`src/hdl/boot_strap_pkg.sv`:
```
package boot_strap_pkg;

  // Strap vector layout
  localparam int STRAP_W  = 9;
  localparam int POS_CLK  = 0;
  localparam int POS_DAT  = 1;
  localparam int POS_MOD0 = 2;
  localparam int POS_MOD1 = 3;
  localparam int POS_SYNC = 4;
  localparam int POS_WID0 = 5;
  localparam int POS_WID1 = 6;
  localparam int POS_WDT  = 7;
  localparam int POS_RDUR = 8;

  // Register map, byte addresses
  localparam int          ADR_W      = 4;
  localparam logic [3:0]  ADR_STATUS = 4'h0;
  localparam logic [3:0]  ADR_STRAPS = 4'h4;
  localparam logic [3:0]  ADR_CTRL   = 4'h8;

  // Status register fields
  localparam int ST_VALID  = 0;
  localparam int ST_SRC_LO = 1;
  localparam int ST_WID_LO = 4;
  localparam int ST_SYNC   = 6;
  localparam int ST_EXT    = 7;
  localparam int ST_WDT    = 8;
  localparam int ST_RDUR   = 9;
  localparam int ST_USER   = 10;

  // Control register fields and reset value
  localparam int          CTRL_KILL = 0;
  localparam logic        RST_KILL  = 1'h0;
  localparam logic [31:0] RST_DATA  = 32'h0000_0000;

  // Mode and width encodings
  localparam logic [1:0] MODE_NORMAL = 2'h0;
  localparam logic [1:0] MODE_SERIAL = 2'h1;
  localparam logic [1:0] WIDTH_8     = 2'h0;
  localparam logic [1:0] WIDTH_16    = 2'h1;

  typedef enum logic [2:0] {
    SRC_NONE      = 3'h0,
    SRC_SYNC_EXT  = 3'h1,
    SRC_ASYNC_EXT = 3'h2,
    SRC_NOR       = 3'h3,
    SRC_INT_ROM   = 3'h4,
    SRC_SERIAL    = 3'h5,
    SRC_RESERVED  = 3'h6
  } boot_src_e;

  typedef enum logic {
    CAP_WAIT = 1'b0,
    CAP_HELD = 1'b1
  } cap_state_e;

endpackage : boot_strap_pkg

```
`src/hdl/strap_sync2.sv`:
```
module strap_sync2 #(
  parameter int WIDTH = 1
) (
  input  wire logic             clk,    // System clock
  input  wire logic             arst_n, // Async reset
  input  wire logic [WIDTH-1:0] d,      // Asynchronous inputs
  output logic      [WIDTH-1:0] q       // Synchronised outputs
);

  typedef struct packed {
    logic [WIDTH-1:0] meta;
    logic [WIDTH-1:0] sync;
  } sync_s;

  sync_s s_reg;
  sync_s s_next;

  always_comb begin
    s_next      = s_reg;
    s_next.meta = d;
    s_next.sync = s_reg.meta;
  end

  always_ff @(posedge clk or negedge arst_n) begin
    if (!arst_n) begin
      s_reg <= '0;
    end else begin
      s_reg <= s_next;
    end
  end

  assign q = s_reg.sync;

endmodule : strap_sync2

```
`src/hdl/boot_config_strap_latch.sv`:
```
// How it works
// - Straps latched on rising edge of power-on or user reset.
// - Serial EEPROM clock strap picks internal versus external boot.
// - Sync select strap picks synchronous versus asynchronous boot.
// - Clock 0, mode 00, sync 1: external synchronous memory boot.
// - Clock 0, mode 00, sync 0: external async boot on chip select 0.
// - Clock 1, mode 00, sync 1: NOR flash boot, not flagged external.
// - Clock 1, mode 00, sync 0: internal on-chip ROM boot.
// - Only 16-bit NOR and serial boot are user modes.
// - Two-bit width straps latched as the external boot bus width.
// - Watchdog strap 0 starts watchdog disabled, 1 starts it active.
// - Reset duration strap 0 disables the feature, 1 keeps it.
module boot_config_strap_latch (
  input  wire logic        clk,                        // 50 MHz clock
  input  wire logic        arst_n,                     // Async reset
  input  wire logic        power_on_reset_n,           // Reset pin
  input  wire logic        user_reset_n,               // Reset pin
  input  wire logic        serial_eeprom_clock_strap,  // Strap pin
  input  wire logic        serial_eeprom_data_strap,   // Strap pin
  input  wire logic [1:0]  boot_mode_straps,           // Strap pins
  input  wire logic        sync_select_strap,          // Strap pin
  input  wire logic [1:0]  boot_width_straps,          // Strap pins
  input  wire logic        watchdog_enable_strap,      // Strap pin
  input  wire logic        reset_duration_strap,       // Strap pin
  input  wire logic        wb_cyc,                     // Bus cycle
  input  wire logic        wb_stb,                     // Bus strobe
  input  wire logic        wb_we,                      // Write enable
  input  wire logic [3:0]  wb_adr,                     // Byte address
  input  wire logic [3:0]  wb_sel,                     // Byte lanes
  input  wire logic [31:0] wb_dat_w,                   // Write data
  output logic      [31:0] wb_dat_r,                   // Read data
  output logic             wb_ack,                     // Acknowledge
  output logic             config_valid,               // Straps latched
  output logic      [2:0]  boot_source,                // Boot source
  output logic      [1:0]  boot_width,                 // Width code
  output logic             boot_sync,                  // Sync boot
  output logic             boot_external,              // External boot
  output logic             wdt_enable,                 // Watchdog on
  output logic             reset_duration_enable,      // Duration on
  output logic             user_mode                   // User boot mode
);

  localparam int SW = boot_strap_pkg::STRAP_W;

  typedef struct packed {
    boot_strap_pkg::cap_state_e cap;
    logic [1:0]                 rst_prev;
    logic [SW-1:0]              raw;
    boot_strap_pkg::boot_src_e  src;
    logic [1:0]                 width;
    logic                       sync_boot;
    logic                       external;
    logic                       wdt_en;
    logic                       rdur_en;
    logic                       user;
    logic                       valid;
    logic                       wdt_kill;
    logic                       ack;
    logic [31:0]                dat;
  } state_s;

  state_s        s_reg;
  state_s        s_next;
  logic [SW+1:0] pins_sync;
  logic [SW-1:0] strap_sync;
  logic [1:0]    rst_sync;
  logic [1:0]    rst_rise;
  logic          capture;
  logic          acc;
  logic          kill_set;
  logic [31:0]   rd_data;

  strap_sync2 #(
    .WIDTH (SW + 2)
  ) u_sync (
    .clk    (clk),
    .arst_n (arst_n),
    .d      ({power_on_reset_n, user_reset_n,
              reset_duration_strap, watchdog_enable_strap,
              boot_width_straps, sync_select_strap,
              boot_mode_straps, serial_eeprom_data_strap,
              serial_eeprom_clock_strap}),
    .q      (pins_sync)
  );

  assign strap_sync = pins_sync[SW-1:0];
  assign rst_sync   = pins_sync[SW+1:SW];

  // Boot source from one strap vector
  function automatic boot_strap_pkg::boot_src_e decode_src(
    input logic [SW-1:0] r
  );
    logic [1:0] mode;
    logic [1:0] wid;
    boot_strap_pkg::boot_src_e res;
    mode = {r[boot_strap_pkg::POS_MOD1], r[boot_strap_pkg::POS_MOD0]};
    wid  = {r[boot_strap_pkg::POS_WID1], r[boot_strap_pkg::POS_WID0]};
    res  = boot_strap_pkg::SRC_RESERVED;
    if (r[boot_strap_pkg::POS_DAT]) begin
      if (mode == boot_strap_pkg::MODE_NORMAL && !wid[1]) begin
        unique case ({r[boot_strap_pkg::POS_CLK],
                      r[boot_strap_pkg::POS_SYNC]})
          2'b01: res = boot_strap_pkg::SRC_SYNC_EXT;
          2'b00: res = boot_strap_pkg::SRC_ASYNC_EXT;
          2'b11: res = boot_strap_pkg::SRC_NOR;
          2'b10: res = boot_strap_pkg::SRC_INT_ROM;
        endcase
      end else if (mode == boot_strap_pkg::MODE_SERIAL &&
                   r[boot_strap_pkg::POS_CLK] &&
                   wid == boot_strap_pkg::WIDTH_16) begin
        res = boot_strap_pkg::SRC_SERIAL;
      end
    end
    return res;
  endfunction : decode_src

  always_comb begin
    rst_rise = rst_sync & ~s_reg.rst_prev;
    capture  = |rst_rise;
    acc      = wb_cyc && wb_stb && !s_reg.ack;
    kill_set = acc && wb_we && wb_sel[0] &&
               wb_adr == boot_strap_pkg::ADR_CTRL &&
               wb_dat_w[boot_strap_pkg::CTRL_KILL];
    rd_data  = boot_strap_pkg::RST_DATA;
    unique case (wb_adr)
      boot_strap_pkg::ADR_STATUS: begin
        rd_data[boot_strap_pkg::ST_VALID]                    = s_reg.valid;
        rd_data[boot_strap_pkg::ST_SRC_LO +: 3]              = s_reg.src;
        rd_data[boot_strap_pkg::ST_WID_LO +: 2]              = s_reg.width;
        rd_data[boot_strap_pkg::ST_SYNC]                     = s_reg.sync_boot;
        rd_data[boot_strap_pkg::ST_EXT]                      = s_reg.external;
        rd_data[boot_strap_pkg::ST_WDT]                      = s_reg.wdt_en;
        rd_data[boot_strap_pkg::ST_RDUR]                     = s_reg.rdur_en;
        rd_data[boot_strap_pkg::ST_USER]                     = s_reg.user;
      end
      boot_strap_pkg::ADR_STRAPS: rd_data[SW-1:0]            = s_reg.raw;
      boot_strap_pkg::ADR_CTRL:
        rd_data[boot_strap_pkg::CTRL_KILL]                   = s_reg.wdt_kill;
      default: rd_data = boot_strap_pkg::RST_DATA;
    endcase

    s_next          = s_reg;
    s_next.rst_prev = rst_sync;
    s_next.ack      = acc;
    s_next.dat      = acc ? rd_data : boot_strap_pkg::RST_DATA;

    if (capture) begin
      s_next.raw   = strap_sync;
      s_next.cap   = boot_strap_pkg::CAP_HELD;
      s_next.valid = 1'b1;
    end
    // no other path writes the latch

    // Kill set wins over the clear at capture
    if (capture) begin
      s_next.wdt_kill = boot_strap_pkg::RST_KILL;
    end
    if (kill_set) begin
      s_next.wdt_kill = 1'b1;
    end

    s_next.src = (s_next.cap == boot_strap_pkg::CAP_HELD) ?
                 decode_src(s_next.raw) : boot_strap_pkg::SRC_NONE;
    s_next.width = {s_next.raw[boot_strap_pkg::POS_WID1],
                    s_next.raw[boot_strap_pkg::POS_WID0]};
    s_next.sync_boot = s_next.raw[boot_strap_pkg::POS_SYNC];
    s_next.external  = s_next.valid && !s_next.raw[boot_strap_pkg::POS_CLK];
    s_next.wdt_en    = s_next.raw[boot_strap_pkg::POS_WDT] &&
                       !s_next.wdt_kill;
    s_next.rdur_en   = s_next.raw[boot_strap_pkg::POS_RDUR];
    s_next.user = (s_next.src == boot_strap_pkg::SRC_NOR &&
                   s_next.width == boot_strap_pkg::WIDTH_16) ||
                  s_next.src == boot_strap_pkg::SRC_SERIAL;
  end

  always_ff @(posedge clk or negedge arst_n) begin
    if (!arst_n) begin
      s_reg          <= '0;
      s_reg.cap      <= boot_strap_pkg::CAP_WAIT;
      s_reg.src      <= boot_strap_pkg::SRC_NONE;
      s_reg.wdt_kill <= boot_strap_pkg::RST_KILL;
      s_reg.dat      <= boot_strap_pkg::RST_DATA;
    end else begin
      s_reg <= s_next;
    end
  end

  assign wb_dat_r              = s_reg.dat;
  assign wb_ack                = s_reg.ack;
  assign config_valid          = s_reg.valid;
  assign boot_source           = s_reg.src;
  assign boot_width            = s_reg.width;
  assign boot_sync             = s_reg.sync_boot;
  assign boot_external         = s_reg.external;
  assign wdt_enable            = s_reg.wdt_en;
  assign reset_duration_enable = s_reg.rdur_en;
  assign user_mode             = s_reg.user;

  localparam logic [SW-1:0] CARE_NORM = 9'h05F;
  localparam logic [SW-1:0] CARE_SER  = 9'h06F;
  localparam logic [SW-1:0] V_SYNCEXT = 9'h012;
  localparam logic [SW-1:0] V_ASYNC   = 9'h002;
  localparam logic [SW-1:0] V_NOR     = 9'h013;
  localparam logic [SW-1:0] V_INTROM  = 9'h003;
  localparam logic [SW-1:0] V_SERIAL  = 9'h027;
endmodule : boot_config_strap_latch

```
`config.mk`:
```
export PLATFORM = sky130hd
export DESIGN_NAME = boot_config_strap_latch
export DESIGN_NICKNAME = d
export VERILOG_FILES = /design/src/hdl/boot_strap_pkg.sv /design/src/hdl/strap_sync2.sv /design/src/hdl/boot_config_strap_latch.sv
export SDC_FILE = /design/constraint.sdc
export NUM_CORES = 1
export LEC_CHECK = 0
export ABC_CLOCK_PERIOD_IN_PS = 2100
export BUFFER_PORTS_ARGS = -buffer_cell sky130_fd_sc_hd__buf_2
export CORE_MARGIN = 8
export CORE_UTILIZATION = 42
export DETAILED_ROUTE_END_ITERATION = 10
export GPL_TIMING_DRIVEN = 0
export PLACE_DENSITY = 0.79
export SYNTH_ARGS = -nofsm -noshare
export SYNTH_HDL_FRONTEND = slang
export SYNTH_SLANG_ARGS = --single-unit
```
`constraint.sdc`:
```
create_clock -name clk -period 2.1 [get_ports clk]
set_input_delay 0.315 -clock clk [delete_from_list [all_inputs] [get_ports clk]]
set_output_delay 0.315 -clock clk [all_outputs]
set_load 0.005 [all_outputs]
```
# [Yosys cells after proc, flatten, opt, wreduce, memory -nomap -nowiden]
# Index checks and enable logic that the tools add are counted.
[op_classes] n_mux=14 reduce_logical=21 n_eq_ne=9 bitwise_logic=2
[ops] op="$pmux 8 s2" n=1
[ops] op="$logic_and 1x1->1" n=12
[ops] op="$pmux 3 s4" n=1
[ops] op="$mux 11" n=1
[ops] op="$mux 3" n=3
[ops] op="$mux 9" n=1
[ops] op="$eq 2x1->1 const B" n=3
[ops] op="$eq 2x2->1 const B" n=2
[ops] op="$eq 4x3->1 const B" n=1
[ops] op="$eq 4x4->1 const B" n=1
[ops] op="$logic_not 1->1" n=4
[ops] op="$logic_not 2->1" n=2
[ops] op="$logic_not 4->1" n=1
[ops] op="$mux 1" n=4
[ops] op="$mux 2" n=2
[ops] op="$eq 3x2->1 const B" n=1
[ops] op="$eq 3x3->1 const B" n=1
[ops] op="$pmux 1 s3" n=1
[ops] op="$and 2x2->2" n=1
[ops] op="$not 2->2" n=1
[ops] op="$reduce_or 2->1" n=1
[ops] op="$logic_or 1x1->1" n=1
[totals] reg_bits=58 out_inout_bits=44 inputBits=56

# [Logic depth before layout (Yosys ltp)]
# Gate-level depths: netlist (run 1).
[logic_depth] word_depth=14 mapped_depth=10

# [Modules after synthesis]
# Synthesis (run 1) repeated with hierarchy kept, for this count alone.
[hier_totals] cells_unflattened=187 hier_area_um2=2209.6
[modules_own_cells] module="boot_config_strap_latch" instances=1 area_each_um2=1659.1 seq_area_each_um2=800.8 cells_per_inst=165
[modules_own_cells] module="strap_sync2" instances=1 area_each_um2=550.5 seq_area_each_um2=550.5 cells_per_inst=22

# [Least setup slack after synthesis (run 1)]
# No wires, ideal clock.
[synth_path] path_kind="register -> register" from="register s_reg[54] (netlist bit)" to="register s_reg (netlist bit user_mode)" t_arrival_ps=1869 path_slack_ps=112 required_time_ps=1981 synth_period_minus_slack_ps=1988 setup_time_ps=119 path_buffers=2 path_stages_with_launch=10 cell_sequence="dfrtp_1 o22a_1 buf_6 buf_2 mux2i_1 ha_1 o31ai_2 mux2i_1 a21boi_1 o21a_1"
[synth_lines] element="from (decl)" line="boot_config_strap_latch.sv:62" rtl="state_s s_reg;"
[synth_lines] element="from (signal assigned)" line="boot_config_strap_latch.sv:184" rtl="s_reg <= s_next;"

==> summary.txt, run 1 <==
Post-DP HPWL: 2.99 mm
R2R cell count: 8
Post-synth top cells: dfrtp_1 (54), buf_4 (37), nand2_1 (30)
Crit path kind: reg2reg
Count leader, synth: dfrtp_1
Hold Path Stages: 1
Worst r2r src: s_reg[54]
# H-tree levels: 2
CP Data Arrival Time: 2.19 ns
Critical Path RT: 2.29 ns
Via count: 1,395
R2r endpoint: user_mode
Overflow after GRT: 0
Die X-Extent: 88.9 um
Largest net degree at the start of global routing: 55
First-pass GRT wire length: 6.20 mm
# clock sinks: 54
Count of standard-cell rows: 26
Register bit total from synthesis: 54
Number of synthesized flops with an enable pin: 0
Final antenna-violating net count: 0
Cell taking the most area after synthesis: dfrtp_1
Vias in the first global route: 1,431
Worst setup SP type: flip-flop
Port bufs: 44
DRT iter0 DRCs: 95
Placed insts: 321
Endpoints failing setup: 0
Skew-Pair Late Insertion Delay: 0.29 ns
Synth top area share: 60.6%
Syn. warnings: 0
Layout Cells excl Fill: 329
CTS tree: built
Worst-margin pin slew: 1.10 ns
Starting density of the core: 43.7%
Top-level I/O count: 100
TritonCTS Buffers: 5
Clock slew at reported path FFs: 0.09 ns
Nets@finish: 315
Min-delay src: power_on_reset_n
Maximum clock rate: 501 MHz
Minimum clock period: 2.00 ns
Max_slew headroom: 26.9%
Sequential area share after synthesis: 60.6%
Drt first pass iters: 4
Endpoints failing hold: 0
Worst Hold Class: in2reg
Wirelength, routed: 3.84 mm
Clk buf depth: 2
Area Overhead vs Synth: 23.7%
Die area: 7900 um2
Fraction of layout cells with a size suffix above 1: 39.8%
Post-synth top flop: dfrtp_1
Post-synth ARST share: 100%
Outcome: completed
VDD IR max: 0.557 mV
Die H: 88.9 um
Initial antenna violation count: 0
Hold_buf cts: 0
Final period util: 95.1%
Mapped Cells: 187
Max reg flops: 12
LEAKAGE: 1.43 nW
Hold Path End: u_sync.s_next[10]
Synth cell types: 37
Root buffer cell: clkbuf_8
Crit. End Element: flip-flop
Vias per cell: 4.24
Dpl ws: -0.0657 ns
Ranking of synthesized cells by area: dfrtp_1 (61%), buf_4 (12%), nand2_1 (5.0%)
RSZ-0062 raised after global routing: false
Worst setup margin: 0.103 ns
Routed len/inst: 11.7 um
# DRC: 0
Fin util: 54.0%
Max cap viols: 0
Core box area: 5110 um2
PwrDens: 728 nW/um2
Global Route Usage Sum: 10.1%
Diodes inserted: 0
Worst-path maximum fanout: 18
Syn Area/Cell: 11.9 um2
Mapped cell area: 2230 um2
Worst R2R Setup Slack: 0.10 ns
Clk_skew: 0.00561 ns
Final Max Tran Viols: 0
Global placement routability congestion: 0.863
metrics by stage:
| step | power [W] | hold WS [ns] | TNS [ns] | cell area (um2) |
|---|---|---|---|---|
| 4_1_cts | 0.00201 | 0.108 | 0 | 2710 |
| 2_1_floorplan | 0.00130 | 0.0194 | 0 | 2310 |
| 3_5_place_dp | 0.00141 | 0.335 | -0.0657 | 2610 |
| 6_report | 0.00201 | 0.120 | 0 | 2760 |
| 5_1_grt | 0.00212 | 0.0925 | 0 | 2760 |
| 3_3_place_gp | 0.00140 | 0.333 | -0.0341 | 2610 |
worst max path at each step:
| stage | start | endpoint | slack [ns] |
|---|---|---|---|
| after floorplan | s_reg[54] | user_mode | 0.11 |
| after detailed placement | u_sync.q[10] | user_mode | -0.07 |
| after global routing | u_sync.q[9] | user_mode | 0.005 |
| after CTS | u_sync.q[10] | user_mode | 0.08 |
| after global placement | u_sync.q[10] | user_mode | -0.03 |
| final | s_reg[54] | user_mode | 0.10 |
cells in the final DEF, fill, tap and decap left out, types with 2 or more instances in the layout:
| master | synthesis | layout |
|---|---|---|
| buf_4 | 37 | 38 |
| nor2_1 | 11 | 11 |
| nor2b_1 | 2 | 2 |
| a22oi_1 | 8 | 8 |
| o31ai_2 | 2 | 2 |
| nand2_1 | 30 | 30 |
| a21boi_1 | 2 | 2 |
| dfrtp_1 | 54 | 54 |
| nand2b_1 | 3 | 3 |
| nor4_1 | 2 | 2 |
| buf_2 | 1 | 44 |
| clkbuf_8 | 0 | 7 |
| inv_1 | 3 | 3 |
| and3_1 | 2 | 2 |
| conb_1 | 1 | 21 |
| a21oi_1 | 2 | 2 |
| mux2i_1 | 5 | 4 |
| nand4_1 | 2 | 2 |
critical path, stage by stage, from the launching register on:
cell	delay, ns
dfrtp_1	0.42
o22a_1	0.25
buf_12	0.16
mux2i_4	0.20
ha_4	0.19
o31ai_2	0.22
mux2i_1	0.11
a21boi_1	0.14
o21a_1	0.19
cells by family after synthesis:
kind of cell             count (synthesis)  synth area share [%]
buffers and inverters                   44                  14.0
AND/OR/NAND/NOR                         63                  15.3
AO/OA/AOI/OAI                           19                  7.18
adder cells (fa/ha/maj)                  1                 0.561
flip-flops                              54                  60.6
multiplexers                             5                  2.24
other                                    1                 0.168
final cells by class:
cell class	count	area [um2]
fillers	446	2350
clock buffers	7	96.3
plain buffers	39	302
well taps	70	87.6
clock inverters	1	8.76
inverters	4	15.0
multi-input cells	109	672
repair buffers	45	228
flip-flops and latches	54	1350
where the power goes:
part	internal, W	total, W	leakage [nW]	switching [W]
sequential	0.00110	0.00115	0.656	0.0000495
combinational	0.000133	0.000261	0.720	0.000128
clock	0.000302	0.000601	0.0544	0.000299
layer usage:
| layer | global-route usage [%] | vias to the layer above | wire length [um] |
|---|---|---|---|
| met2 | 18.8 | 44 | 2050 |
| met5 | 0 | - | 0 |
| li1 | - | 707 | - |
| met4 | 2.92 | 0 | 11 |
| met1 | 10.1 | 642 | 1440 |
| met3 | 3.99 | 2 | 343 |
what timing repair did:
action	in CTS	in global routing
setup buffers	0	1
endpoints found under the setup margin	1	1
endpoints found under the hold margin	0	0
gates resized for setup	0	7
Power figures use the tool's default switching activity.
==> inputs of run 2 (changes only) <==
Settings changed: PLACE_DENSITY 0.79 to 0.8, SYNTH_HIERARCHICAL set to 1.
==> run 2 against run 1 <==
Compared with the run above:
- largest power group unchanged
- wire length down 1.0%
- final cell count is 0.30% lower
- register-to-register slack about the same
- count of clock-buffer cells in the layout stayed put
- clock skew shrank 0.0013 ns
- worst setup slack improved by 0.0024 ns
- critical path type unchanged
==> summary.txt, run 2 <==
Outcome: completed
Skew-Pair Late Insertion Delay: 0.30 ns
Post-route cell area: 2690 um2
Final Max Tran Viols: 0
Starting density of the core: 43.3%
Fraction of layout cells with a size suffix above 1: 38.4%
Die H: 88.5 um
Clk_skew: 0.00428 ns
Worst-margin pin slew: 1.11 ns
Final antenna-violating net count: 0
DRT iter0 DRCs: 82
Comb pwr share: 12.3%
Hold_buf cts: 0
Crit path kind: reg2reg
Hold Path Stages: 1
Register bit total from synthesis: 54
Post-synth top cells: dfrtp_1 (54), buf_4 (37), nand2_1 (31)
Clock network power share: 29.0%
Vias in the first global route: 1,395
Syn Area/Cell: 11.8 um2
Cell taking the most area after synthesis: dfrtp_1
Clock slew at reported path FFs: 0.09 ns
Cell Int Power: 0.00149 W
Most frequent cells in the layout: dfrtp_1 (54), buf_2 (44), buf_4 (37), nand2_1 (31), conb_1 (21)
Top-level I/O count: 100
Switching Power: 0.000471 W
VDD IR max: 0.464 mV
Endpoints failing setup: 0
Final period util: 95.0%
Count leader, synth: dfrtp_1
Post-synth top flop: dfrtp_1
Worst setup SP type: flip-flop
Mapped cell area: 2210 um2
Drt first pass iters: 4
Max_slew headroom: 25.8%
Syn. warnings: 6
Mapped Cells: 187
Initial antenna violation count: 0
Largest net degree at the start of global routing: 55
Ranking of synthesized cells by area: dfrtp_1 (61%), buf_4 (13%), nand2_1 (5.3%)
TritonCTS Buffers: 5
Global Route Usage Sum: 10.3%
Die X-Extent: 88.5 um
Die area: 7840 um2
Via count: 1,366
Synth top area share: 61.2%
Critical Path RT: 2.34 ns
Sequential area share after synthesis: 61.2%
FF/Latch Area: 1350 um2
Worst-path maximum fanout: 18
CP Data Arrival Time: 2.24 ns
Crit. End Element: flip-flop
Placement Cell Area: 2590 um2
Synth cell types: 38
Wirelength, routed: 3.80 mm
Vias per cell: 4.16
Area of the multi-input gates: 628 um2
LEAKAGE: 1.40 nW
# H-tree levels: 2
Port bufs: 44
Endpoints failing hold: 0
Diodes inserted: 0
Sw Share: 24.1%
Clk buf depth: 2
Max reg flops: 12
Core box area: 5110 um2
Routed len/inst: 11.6 um
Overflow after GRT: 0
CTS tree: built
Max cap viols: 0
PostCTS Resize Cnt: 0
Fin Hold WS: 0.114 ns
Nets@finish: 314
Post-synth ARST share: 100%
R2R cell count: 9
First-pass GRT wire length: 6.23 mm
Post-DP HPWL: 2.93 mm
# DRC: 0
Maximum clock rate: 501 MHz
Postcts setup bufs: 0
Minimum clock period: 1.99 ns
Global placement routability congestion: 0.857
Root buffer cell: clkbuf_8
Most common cell after layout, fill and taps aside: dfrtp_1
Fillers: 448
# clock sinks: 54
Count of standard-cell rows: 26
Area Overhead vs Synth: 21.9%
Sequential power share: 58.6%
PwrDens: 726 nW/um2
Worst Hold Class: in2reg
Number of synthesized flops with an enable pin: 0
## run 2: final cells by class
class                   instances  area share (%)
multi-input cells             108            23.3
clock inverters                 1           0.186
flip-flops and latches         54            50.2
inverters                       4           0.557
plain buffers                  40            11.1
clock buffers                   7            3.20
well taps                      70            3.25
repair buffers                 44            8.17
## run 2: logic make-up (layout without fill, tap and decap cells)
family                   Yosys count  count (layout)  synth area share [%]
AND/OR/NAND/NOR                   63              63                  14.7
other                              1              21                 0.170
AO/OA/AOI/OAI                     19              19                  7.08
multiplexers                       4               4                  1.98
adder cells (fa/ha/maj)            1               1                 0.566
flip-flops                        54              54                  61.2
buffers and inverters             45              96                  14.3
## run 2: final timing paths
kind	start	to	slack, ns
min in group asynchronous	arst_n	u_sync/s_next[7]	0.23
hold reg to reg	u_sync/s_next[5]	u_sync/q[5]	0.35
setup reg to reg	u_sync/q[10]	user_mode	0.11
setup / recovery	u_sync/q[10]	user_mode	0.11
max in group asynchronous	arst_n	wb_dat_r[6]	1.20
hold / removal	power_on_reset_n	u_sync/s_next[10]	0.11
## run 2: through the flow
step | std cells | setup WS [ns] | setup TNS [ns] | power (W) | utilization (%)
detailed placement | 321 | -0.0754 | -0.0754 | 0.00140 | 50.8
global route | 328 | -0.0287 | -0.0287 | 0.00206 | 52.7
floorplan | 207 | 0.112 | 0 | 0.00130 | -
finish | 328 | 0.105 | 0 | 0.00196 | 52.7
CTS | 328 | 0.0909 | 0 | 0.00197 | 52.4
global placement | 321 | -0.0312 | -0.0312 | 0.00139 | 50.8
## run 2: critical path: stages, from the launching register on
cell and delay (ns):
dfrtp_1 0.39, inv_1 0.11, o22a_1 0.19, buf_8 0.17
mux2i_2 0.26, ha_2 0.25, o31ai_2 0.07, mux2i_1 0.16
a21boi_1 0.20, o21a_1 0.14
## run 2: power by group through the flow
stage / clock network, W / logic [W] / registers, W
floorplan: 0 / 0.000150 / 0.00115
global placement: 0 / 0.000232 / 0.00116
detailed placement: 0 / 0.000237 / 0.00117
CTS: 0.000583 / 0.000237 / 0.00115
global route: 0.000625 / 0.000274 / 0.00116
finish: 0.000568 / 0.000242 / 0.00115
## run 2: routing by layer
| layer | vias up | share of wire [%] | GRT usage [%] |
|---|---|---|---|
| li1 | 703 | - | - |
| met1 | 611 | 42 | 11.4 |
| met2 | 45 | 48 | 17.3 |
| met3 | 7 | 8.5 | 3.34 |
| met4 | 0 | 1.6 | 5.07 |
| met5 | - | 0 | 0 |
